==> src/include/cbi_pkg.sv <==
// constants and state type for the capture buffer and interrupt enable block
package cbi_pkg;
    // ----------------------------------------------------------------
    // register port
    // ----------------------------------------------------------------
    localparam int ADDR_W = 4;                        // register address width
    localparam logic [3:0] OFS_ENABLES = 4'h0;        // timer_interrupt_enables
    localparam logic [3:0] OFS_FLAGS = 4'h1;          // timer_flag_reg
    localparam logic [3:0] OFS_CONTROL = 4'h6;        // timer_control_reg
    localparam logic [3:0] OFS_CAP_A_HI = 4'h8;       // capture_reg_a high byte
    localparam logic [3:0] OFS_CAP_A_LO = 4'h9;       // capture_reg_a low byte
    localparam logic [3:0] OFS_CAP_B_HI = 4'hA;       // capture_reg_b high byte
    localparam logic [3:0] OFS_CAP_B_LO = 4'hB;       // capture_reg_b low byte
    localparam logic [3:0] OFS_CAP_C_HI = 4'hC;       // capture_reg_c high byte
    localparam logic [3:0] OFS_CAP_C_LO = 4'hD;       // capture_reg_c low byte
    localparam logic [3:0] OFS_CAP_D_HI = 4'hE;       // capture_reg_d high byte
    localparam logic [3:0] OFS_CAP_D_LO = 4'hF;       // capture_reg_d low byte
    // ----------------------------------------------------------------
    // field positions
    // ----------------------------------------------------------------
    localparam int BIT_CAP_A = 7;                     // capture a enable / flag
    localparam int BIT_CAP_B = 6;                     // capture b enable / flag
    localparam int BIT_CAP_C = 5;                     // capture c enable / flag
    localparam int BIT_CAP_D = 4;                     // capture d enable / flag
    localparam int BIT_CMP_A = 3;                     // compare a enable / flag
    localparam int BIT_CMP_B = 2;                     // compare b enable / flag
    localparam int BIT_WRAP = 1;                      // overflow enable / wrap flag
    localparam int BIT_FIXED = 0;                     // reserved enable bit / counter clear a
    localparam int CTL_EDGE_A = 7;                    // edge_select_a
    localparam int CTL_EDGE_B = 6;                    // edge_select_b
    localparam int CTL_EDGE_C = 5;                    // edge_select_c
    localparam int CTL_EDGE_D = 4;                    // edge_select_d
    localparam int CTL_BUF_AC = 3;                    // buffer_enable_pair_ac
    localparam int CTL_BUF_BD = 2;                    // buffer_enable_pair_bd
    localparam int CTL_CKS_HI = 1;                    // clock select msb
    localparam int CTL_CKS_LO = 0;                    // clock select lsb
    // ----------------------------------------------------------------
    // reset values
    // ----------------------------------------------------------------
    localparam logic [7:0] ENABLES_RST = 8'h01;       // enables word, bit 0 fixed high
    localparam logic [7:0] CONTROL_RST = 8'h00;       // control word
    localparam logic [7:0] FLAGS_RST = 8'h00;         // flag word
    localparam logic [15:0] CAPTURE_RST = 16'h0000;   // each capture register
    // ----------------------------------------------------------------
    // timing the pin source must meet
    // ----------------------------------------------------------------
    localparam int CLK_PERIOD_PS = 40000;             // 25 MHz system clock
    localparam int MIN_PULSE_SINGLE_PS = 60000;       // 1.5 clock periods
    localparam int MIN_PULSE_BOTH_PS = 100000;        // 2.5 clock periods
    localparam int MIN_PULSE_SINGLE_CYC =
        (MIN_PULSE_SINGLE_PS + CLK_PERIOD_PS - 1) / CLK_PERIOD_PS;
    localparam int MIN_PULSE_BOTH_CYC =
        (MIN_PULSE_BOTH_PS + CLK_PERIOD_PS - 1) / CLK_PERIOD_PS;
    // ----------------------------------------------------------------
    // whole state of the block
    // ----------------------------------------------------------------
    typedef struct packed {
        logic [7:1] irqEn;          // interrupt enables
        logic [7:1] flag;           // event flags
        logic [7:1] armed;          // flags seen as 1 by a read
        logic cclrA;                // counter clear a control bit
        logic [7:0] ctrl;           // control register
        logic [3:0][15:0] cap;      // capture registers, index 0..3 = a..d
        logic [7:0] temp;           // low byte held for a paired read
        logic [3:0][2:0] sync;      // pin synchronisers
        logic [3:0] pinLvl;         // accepted pin levels
        logic [7:0] rdData;         // read answer
    } cbi_state_t;
endpackage

==> src/hdl/cbi_capture_unit.sv <==
// capture buffering, edge selection, event flags and interrupt enables
// Behaviour
// - buffered a: old a to c, count to a
// - buffered b: old b to d, count to b
// - buffered: differing pair edge bits make pin a or b capture both edges
// - buffered pair: 00 falling, mixed both, 11 rising
// - reset and standby clear capture registers
// - high byte read latches low into holding
// - enables initialise to 01 hex
// - enable bit 7 gates capture a request
// - enable bit 6 gates capture b request
// - enable bit 5 gates capture c request
// - enable bit 4 gates capture d request
// - enable bit 3 gates compare a request
// - enable bit 2 gates compare b request
// - enable bit 1 gates overflow request
// - enable bit 0 reads 1, ignores writes
// - buffered a: pin c only sets flag
// - flags cleared by read one, write zero
// - control: edges 7-4, buffers 3-2, clock 1-0
`timescale 1ns/1ns
module cbi_capture_unit
    import cbi_pkg::*;
(
    input wire logic sys_clk,
    input wire logic srst,
    input wire logic clkEn,
    input wire logic standbyEntry,
    input wire logic [15:0] freeCounter,
    input wire logic capturePinA,
    input wire logic capturePinB,
    input wire logic capturePinC,
    input wire logic capturePinD,
    input wire logic compareMatchA,
    input wire logic compareMatchB,
    input wire logic counterWrap,
    input wire logic [ADDR_W-1:0] regAddr,
    input wire logic [7:0] regWrData,
    input wire logic regWr,
    input wire logic regRd,
    output logic [7:0] regRdData,
    output logic [1:0] clockSelect,
    output logic counterClearA,
    output logic captureARequest,
    output logic captureBRequest,
    output logic captureCRequest,
    output logic captureDRequest,
    output logic compareARequest,
    output logic compareBRequest,
    output logic overflowRequest
);
    // ----------------------------------------------------------------
    // state and helpers
    // ----------------------------------------------------------------
    cbi_state_t st_ff;        // registered state
    cbi_state_t nxt_st;       // next state
    logic [3:0] pinRise;      // accepted rising edge per pin
    logic [3:0] pinFall;      // accepted falling edge per pin
    logic [3:0] trig;         // capture or flag trigger per pin
    logic bufAc;              // pair a/c buffered
    logic bufBd;              // pair b/d buffered

    // trigger decode shared by all four pins
    function automatic logic edgeHit(input logic rise, input logic fall,
                                     input logic sel, input logic pairSel,
                                     input logic bufOn);
        logic hit;
        hit = sel ? rise : fall;
        if (bufOn && (sel != pairSel)) begin
            hit = rise | fall;
        end
        return hit;
    endfunction

    // edge accepted once stages two and three agree on a new level
    genvar gi;
    generate
        for (gi = 0; gi < 4; gi++) begin : g_edge
            assign pinRise[gi] = (st_ff.sync[gi][1] == st_ff.sync[gi][2])
                && (st_ff.sync[gi][2] != st_ff.pinLvl[gi]) && st_ff.sync[gi][2];
            assign pinFall[gi] = (st_ff.sync[gi][1] == st_ff.sync[gi][2])
                && (st_ff.sync[gi][2] != st_ff.pinLvl[gi]) && !st_ff.sync[gi][2];
        end
    endgenerate

    assign bufAc = st_ff.ctrl[CTL_BUF_AC];
    assign bufBd = st_ff.ctrl[CTL_BUF_BD];

    // trigger selection per pin
    assign trig[0] = edgeHit(pinRise[0], pinFall[0], st_ff.ctrl[CTL_EDGE_A],
                             st_ff.ctrl[CTL_EDGE_C], bufAc);
    assign trig[1] = edgeHit(pinRise[1], pinFall[1], st_ff.ctrl[CTL_EDGE_B],
                             st_ff.ctrl[CTL_EDGE_D], bufBd);
    assign trig[2] = edgeHit(pinRise[2], pinFall[2], st_ff.ctrl[CTL_EDGE_C],
                             st_ff.ctrl[CTL_EDGE_C], 1'b0);
    assign trig[3] = edgeHit(pinRise[3], pinFall[3], st_ff.ctrl[CTL_EDGE_D],
                             st_ff.ctrl[CTL_EDGE_D], 1'b0);

    // ----------------------------------------------------------------
    // next state
    // ----------------------------------------------------------------
    always_comb begin
        logic [7:1] evSet;
        logic [7:1] clr;
        evSet = '0;
        clr = '0;
        nxt_st = st_ff;
        if (clkEn) begin
            nxt_st.rdData = 8'h00;
            // synchronisers and accepted levels
            for (int i = 0; i < 4; i++) begin
                nxt_st.sync[i] = {st_ff.sync[i][1:0], 1'b0};
                if (st_ff.sync[i][1] == st_ff.sync[i][2]) begin
                    nxt_st.pinLvl[i] = st_ff.sync[i][2];
                end
            end
            nxt_st.sync[0][0] = capturePinA;
            nxt_st.sync[1][0] = capturePinB;
            nxt_st.sync[2][0] = capturePinC;
            nxt_st.sync[3][0] = capturePinD;
            // register reads, answer stands one cycle
            if (regRd) begin
                case (regAddr)
                    OFS_ENABLES: nxt_st.rdData = {st_ff.irqEn, 1'b1};
                    OFS_FLAGS: begin
                        nxt_st.rdData = {st_ff.flag, st_ff.cclrA};
                        nxt_st.armed = st_ff.armed | st_ff.flag;
                    end
                    OFS_CONTROL: nxt_st.rdData = st_ff.ctrl;
                    OFS_CAP_A_HI: begin
                        nxt_st.rdData = st_ff.cap[0][15:8];
                        nxt_st.temp = st_ff.cap[0][7:0];
                    end
                    OFS_CAP_B_HI: begin
                        nxt_st.rdData = st_ff.cap[1][15:8];
                        nxt_st.temp = st_ff.cap[1][7:0];
                    end
                    OFS_CAP_C_HI: begin
                        nxt_st.rdData = st_ff.cap[2][15:8];
                        nxt_st.temp = st_ff.cap[2][7:0];
                    end
                    OFS_CAP_D_HI: begin
                        nxt_st.rdData = st_ff.cap[3][15:8];
                        nxt_st.temp = st_ff.cap[3][7:0];
                    end
                    OFS_CAP_A_LO, OFS_CAP_B_LO,
                    OFS_CAP_C_LO, OFS_CAP_D_LO: nxt_st.rdData = st_ff.temp;
                    default: nxt_st.rdData = 8'h00;
                endcase
            end
            // register writes; capture registers are read only
            if (regWr) begin
                case (regAddr)
                    OFS_ENABLES: nxt_st.irqEn = regWrData[7:1];
                    OFS_FLAGS: begin
                        clr = st_ff.armed & ~regWrData[7:1];
                        nxt_st.flag = st_ff.flag & ~clr;
                        nxt_st.armed = '0;
                        nxt_st.cclrA = regWrData[BIT_FIXED];
                    end
                    OFS_CONTROL: nxt_st.ctrl = regWrData;
                    default: nxt_st.ctrl = st_ff.ctrl;
                endcase
            end
            // capture pair a/c
            if (trig[0]) begin
                if (bufAc) begin
                    nxt_st.cap[2] = st_ff.cap[0];
                end
                nxt_st.cap[0] = freeCounter;
            end
            if (trig[2] && !bufAc) begin
                nxt_st.cap[2] = freeCounter;
            end
            // capture pair b/d
            if (trig[1]) begin
                if (bufBd) begin
                    nxt_st.cap[3] = st_ff.cap[1];
                end
                nxt_st.cap[1] = freeCounter;
            end
            if (trig[3] && !bufBd) begin
                nxt_st.cap[3] = freeCounter;
            end
            // hardware sets win over a same-cycle clear
            evSet[BIT_CAP_A] = trig[0];
            evSet[BIT_CAP_B] = trig[1];
            evSet[BIT_CAP_C] = trig[2];
            evSet[BIT_CAP_D] = trig[3];
            evSet[BIT_CMP_A] = compareMatchA;
            evSet[BIT_CMP_B] = compareMatchB;
            evSet[BIT_WRAP] = counterWrap;
            nxt_st.flag = nxt_st.flag | evSet;
            // standby entry initialises registers
            if (standbyEntry) begin
                nxt_st.cap = {4{CAPTURE_RST}};
                nxt_st.irqEn = ENABLES_RST[7:1];
                nxt_st.ctrl = CONTROL_RST;
                nxt_st.flag = FLAGS_RST[7:1];
                nxt_st.cclrA = FLAGS_RST[BIT_FIXED];
                nxt_st.armed = '0;
                nxt_st.temp = 8'h00;
            end
        end
    end

    // ----------------------------------------------------------------
    // state register
    // ----------------------------------------------------------------
    always_ff @(posedge sys_clk) begin
        if (srst) begin
            st_ff <= '0;
            st_ff.irqEn <= ENABLES_RST[7:1];
            st_ff.ctrl <= CONTROL_RST;
            st_ff.cap <= {4{CAPTURE_RST}};
        end else begin
            st_ff <= nxt_st;
        end
    end

    // ----------------------------------------------------------------
    // outputs
    // ----------------------------------------------------------------
    assign regRdData = st_ff.rdData;
    assign clockSelect = st_ff.ctrl[CTL_CKS_HI:CTL_CKS_LO];
    assign counterClearA = st_ff.cclrA;
    // each request is its flag gated by its enable
    assign captureARequest = st_ff.flag[BIT_CAP_A] & st_ff.irqEn[BIT_CAP_A];
    assign captureBRequest = st_ff.flag[BIT_CAP_B] & st_ff.irqEn[BIT_CAP_B];
    assign captureCRequest = st_ff.flag[BIT_CAP_C] & st_ff.irqEn[BIT_CAP_C];
    assign captureDRequest = st_ff.flag[BIT_CAP_D] & st_ff.irqEn[BIT_CAP_D];
    assign compareARequest = st_ff.flag[BIT_CMP_A] & st_ff.irqEn[BIT_CMP_A];
    assign compareBRequest = st_ff.flag[BIT_CMP_B] & st_ff.irqEn[BIT_CMP_B];
    assign overflowRequest = st_ff.flag[BIT_WRAP] & st_ff.irqEn[BIT_WRAP];
endmodule

==> config.mk <==
export PLATFORM = sky130hd
export DESIGN_NAME = cbi_capture_unit
export DESIGN_NICKNAME = d
export VERILOG_FILES = /design/src/include/cbi_pkg.sv /design/src/hdl/cbi_capture_unit.sv
export SDC_FILE = /design/constraint.sdc
export NUM_CORES = 1
export LEC_CHECK = 0
export BUFFER_PORTS_ARGS = -buffer_cell sky130_fd_sc_hd__buf_2
export CORE_ASPECT_RATIO = 1.5
export CORE_MARGIN = 10
export CORE_UTILIZATION = 35
export DETAILED_ROUTE_END_ITERATION = 8
export GPL_ROUTABILITY_DRIVEN = 0
export RECOVER_POWER = 100
export SETUP_SLACK_MARGIN = 0.4
export SLEW_MARGIN = 20
export SYNTH_ARGS = -nofsm -noshare
export SYNTH_HDL_FRONTEND = slang
export SYNTH_SLANG_ARGS = --single-unit
==> constraint.sdc <==
create_clock -name sys_clk -period 1.65 [get_ports sys_clk]
set_input_delay 0.0825 -clock sys_clk [delete_from_list [all_inputs] [get_ports sys_clk]]
set_output_delay 0.0825 -clock sys_clk [all_outputs]
set_load 0.1 [all_outputs]
Word level (Yosys, flattened, before mapping)
Cells that the tools add are included.

Flip-flop bits (word level): 126. Output and inout bits: 18. ROM bits: 0. Logic and storage cells: 128. Bits in writable memories: 0. Memories kept: 0. Bits of input ports: 41. Latch bits: 0.

Divide/modulo/power cells: 0. Reductions and logical operators: 44. Equal/unequal tests: 24. Shifts and indexed selects: 0. Bitwise gates (word level): 15. Multiply operators: 0. Add/sub/neg operators: 0. Mux-type cells: 26. Magnitude comparators: 0.

Operator list (count): $mux 16 (8); $mux 102 (1); $pmux 8 s8 (1); $mux 30 (2); $eq 4x4->1 const B (8); $pmux 8 s4 (1); $mux 8 (3); $mux 7 (3); $reduce_and 3->1 (6); $logic_and 1x1->1 (16); $mux 15 (1); $and 7x7->7 (2); $not 7->7 (2); $or 7x7->7 (2); $ne 3x1->1 const B (4); $reduce_and 2->1 (6); $reduce_bool 3->1 (4); $and 1x1->1 (7); $logic_not 1->1 (6); $mux 1 (6); $ne 1x1->1 (6); $reduce_bool 2->1 (3); $reduce_bool 5->1 (1); $eq 1x1->1 (4); other kinds (5) (6).

Longest topological paths before layout
Depth after elaboration: 9. Mapped depth: 7. Depth with buffers taken out: 4.

Worst setup path after synthesis
No wires, ideal clock.

Path type: flip-flop to flip-flop. From: register st_ff[19] in the netlist's numbering. To: register st_ff[70] in the netlist's numbering. Arrival time: 1663 ps. Path slack: -146 ps. Cell stages (with the launch flop): 6. Period minus slack after synthesis: 1796 ps. Setup time: 133 ps. Path buffers: 1. Data required time: 1517 ps. Path through: dfxtp_1 > or4b_2 > a31oi_1 > o31a_2 > buf_4 > o221ai_1.

Word-level cells in the longest chain between the ends: 7. Elaborated cells between the ends (all ways): 11. Classes of those cells: eq/ne: 1; mux: 3; reduce/logical: 7.

RTL lines: start, declared (RTL line cbi_capture_unit.sv:55) `cbi_state_t st_ff;`; start signal, assigned (RTL line cbi_capture_unit.sv:217) `st_ff <= nxt_st;`; $eq 1x1->1 * (RTL line cbi_capture_unit.sv:79, cbi_capture_unit.sv:81); $logic_and 1x1->1 * (RTL line cbi_capture_unit.sv:80, cbi_capture_unit.sv:82); $logic_and 1x1->1, on equally long branches (RTL line cbi_capture_unit.sv:82, cbi_capture_unit.sv:80); $mux 1 * (RTL line cbi_capture_unit.sv:68) `hit = sel ? rise : fall;`; $logic_and 1x1->1 * (RTL line cbi_capture_unit.sv:172) `if (trig[2] && !bufAc) begin`; $reduce_bool 3->1 (no source line) or $mux 16 (tied branches); $reduce_and 3->1 (no source line) or $mux 102 (tied branches).

Mark *: on every way between the ends. The rest lies on a longest branch, timed or not. A chain may end at the register's enable or synchronous reset.

Worst setup path after layout
From: register st_ff[20] in the netlist's numbering. To: register st_ff[77] in the netlist's numbering.

Word-level cells in the longest chain between the ends: 7. Elaborated cells between the ends (all ways): 13. Classes of those cells: eq/ne: 2; mux: 3; reduce/logical: 8.

RTL lines (RTL line): $eq 1x1->1 or $ne 1x1->1 (tied branches); $logic_and 1x1->1 (cbi_capture_unit.sv:80, cbi_capture_unit.sv:82); $logic_and 1x1->1, on equally long branches (cbi_capture_unit.sv:82, cbi_capture_unit.sv:80); $mux 1 * (cbi_capture_unit.sv:68); $logic_and 1x1->1 * (cbi_capture_unit.sv:172); $reduce_bool 3->1 (no source line) or $mux 16 (tied branches); $reduce_and 3->1 (no source line) or $mux 102 (tied branches).

Marks and branches as above.

==> flow_summary.json <==
{
  "status": "finished, violations left",
  "violations": "negative hold slack, negative setup slack",
  "synth_cell_types": 58,
  "vias_per_cell": 5.65,
  "vdd_drop_max_uv": 570,
  "cts-root-buf": "clkbuf_16",
  "power.density_mw_per_mm2": 903,
  "power.leakage_nw": 3.16,
  "crit_type": "flop to flop",
  "fp.dieArea_mm2": 0.0228,
  "setup_viol": 49,
  "worst_slack_ns": -0.131,
  "drt_iter0_drc": 326,
  "cts.reportedPaths.clkPinSlew_ns": 0.06,
  "finalHoldViolCount": 1,
  "htreeDepth": 4,
  "clk_path_buf_depth": 2,
  "ys_async_sr_fraction": 0,
  "ys_seq_area_frac": 0.422,
  "netlist_top_cells_area": "dfxtp_1, mux2i_1, a32o_1",
  "yosysWarnings": 0,
  "vias": 5779,
  "nets": 841,
  "antenna_found_initial": 0,
  "synth_seq_cells": 126,
  "track_usage": 0.180,
  "ys.flop_type": "dfxtp_1",
  "rsz0062_at_grt": "true",
  "cts_tree": "done",
  "cp.arrival_ns": 2.12,
  "avgSynthCellArea_um2": 8.97,
  "crit_path_start_kind": "flop",
  "final-seq-area_mm2": 0.00255,
  "rows": 58,
  "clk_latency_ns": 0.42,
  "syn2layout_area_growth_pct": 39.8,
  "crit_required_ns": 1.99,
  "dpl_cell_area_mm2": 0.00693,
  "synth_top_area_share": 0.422,
  "routed_wl_mm": 21.2,
  "grt_max_degree": 32,
  "finalClockSkew_ns": 0.00871,
  "die_h_um": 180,
  "start_util": 0.356,
  "die_x_um": 127,
  "final_antenna_net_count": 0,
  "synth_common_cells": "dfxtp_1, nand2_1, inv_1, mux2i_1, a32o_1",
  "place_inst": 940,
  "crit_path_end_kind": "flop",
  "syn_inst": 666,
  "drc_errors": 0,
  "cts_inserted_buffers": 17,
  "n_fill_cell": 1543,
  "min_path_type": "primary input to flop",
  "grt_pass1_vias": 5999,
  "clock.fmax_mhz": 561,
  "period_share": 1.08,
  "final_cell_area_mm2": 0.00835,
  "yosysMostFrequentCell": "dfxtp_1",
  "grt_overflow": 0,
  "antenna_cells": 0,
  "drive_gt1_frac": 0.319,
  "syn_area_mm2": 0.00597,
  "multi_input_area_mm2": 0.00328,
  "cap_violations": 0,
  "dp_hpwl_mm": 14.3,
  "post-route-util": 0.498,
  "grt_pass1_wl_mm": 32.8,
  "final_cells": 1022,
  "relSlewSlack": 0.346,
  "wire_per_inst_um": 20.8,
  "synth_enable_flop_cells": 0,
  "drv_slew": 0,
  "yosysTopAreaCell": "dfxtp_1",
  "syn_nets": 707,
  "total_power_mw": 7.54,
  "coreArea_mm2": 0.0168,
  "hold_buffers": 29,
  "clock-sinks": 126,
  "crit_fanout": 8,
  "timing.hold.ws_ns": -0.0995,
  "worst_slew_pin_slew_ns": 0.975,
  "io_buffers": 58,
  "drt-pass1-iter-count": 5,
  "ios": 59,
  "finalWorstPathRequiredPeriod_ns": 1.78
}
-- critical path: stages, from the launching register on --
cell	delay, ns
dfxtp_2	0.32
or4b_4	0.54
buf_6	0.15
a211oi_4	0.23
buf_4	0.18
clkbuf_16	0.16
nand2_1	0.06
o221ai_2	0.06
-- placed cells by master (no fill, tap or decap), types with 6 or more instances in the layout --
cell type / count
a22o_1: 9
nor2_1: 21
clkbuf_1: 6
nand2b_1: 20
buf_2: 44
inv_1: 72
nand2_2: 7
o31ai_1: 9
a21oi_1: 21
or3_1: 7
buf_4: 44
o21ai_0: 18
buf_12: 10
nand2_4: 10
o211ai_1: 11
dlygate4sd3_1: 29
nand2_1: 64
dfxtp_1: 108
o221ai_2: 19
dfxtp_2: 14
o221ai_1: 13
buf_6: 12
clkbuf_16: 19
a32o_1: 35
nand4b_1: 7
mux2i_1: 41
and2_4: 7
clkbuf_2: 17
-- area by class of cell --
class	count	area share
repair buffers	167	0.166
clock inverters	12	0.0163
inverters	72	0.0324
well taps	210	0.0315
flip-flops and latches	126	0.306
clock buffers	19	0.0556
multi-input cells	416	0.392
-- flip-flops by register name, indices dropped and copies added, names as in the netlist --
name,count
bufAc,1
bufBd,1
clockSelect,2
counterClearA,1
regRdData,8
st_ff,113
-- repair_timing --
action,in CTS,in global routing
gates resized for setup,95,41
pin swaps,14,13
endpoints found under the hold margin,81,1
setup buffers,12,5
cloned,4,1
setup endpoints to repair,89,81
-- report_power, final --
group / internal [mW] / switching [mW]
combinational: 0.283 / 0.381
clock: 2.35 / 1.44
sequential: 3.06 / 0.0235
total: 5.70 / 1.84
-- path summary, 6_finish.rpt --
check	from	to	slack, ns	cells after the start
worst max register to register	st_ff[20]	st_ff[77]	-0.13	7
worst max-delay path	st_ff[20]	st_ff[77]	-0.13	7
worst min register to register	regRdData[2]	regRdData[2]	0.46	2
worst min-delay path	srst	st_ff[23]	-0.1	2
-- kinds of logic (layout without fill, tap and decap cells) --
group | after synthesis | after routing | synth area share
flip-flops | 126 | 126 | 0.422
multiplexers | 44 | 44 | 0.0743
buffers and inverters | 126 | 270 | 0.0905
AND/OR/NAND/NOR | 189 | 191 | 0.165
AO/OA/AOI/OAI | 181 | 181 | 0.248
-- metrics by stage --
step	setup slack, ns	hold slack (ns)	TNS [ns]
floorplan	-0.0342	0.198	-0.352
global placement	-0.0222	0.314	-0.327
detailed placement	-0.131	0.328	-2.61
CTS	-0.0383	-0.107	-0.999
global route	-0.158	-0.0763	-6.71
finish	-0.131	-0.0995	-4.49
-- metal layers --
metal | vias up | wire length (µm) | global-route usage
met4 | 0 | 890 | 0.0955
met3 | 57 | 1290 | 0.0380
li1 | 2687 | - | -
met2 | 243 | 11200 | 0.319
met5 | - | 0 | 0
met1 | 2792 | 7850 | 0.193
(Power assumes the default switching activity.)
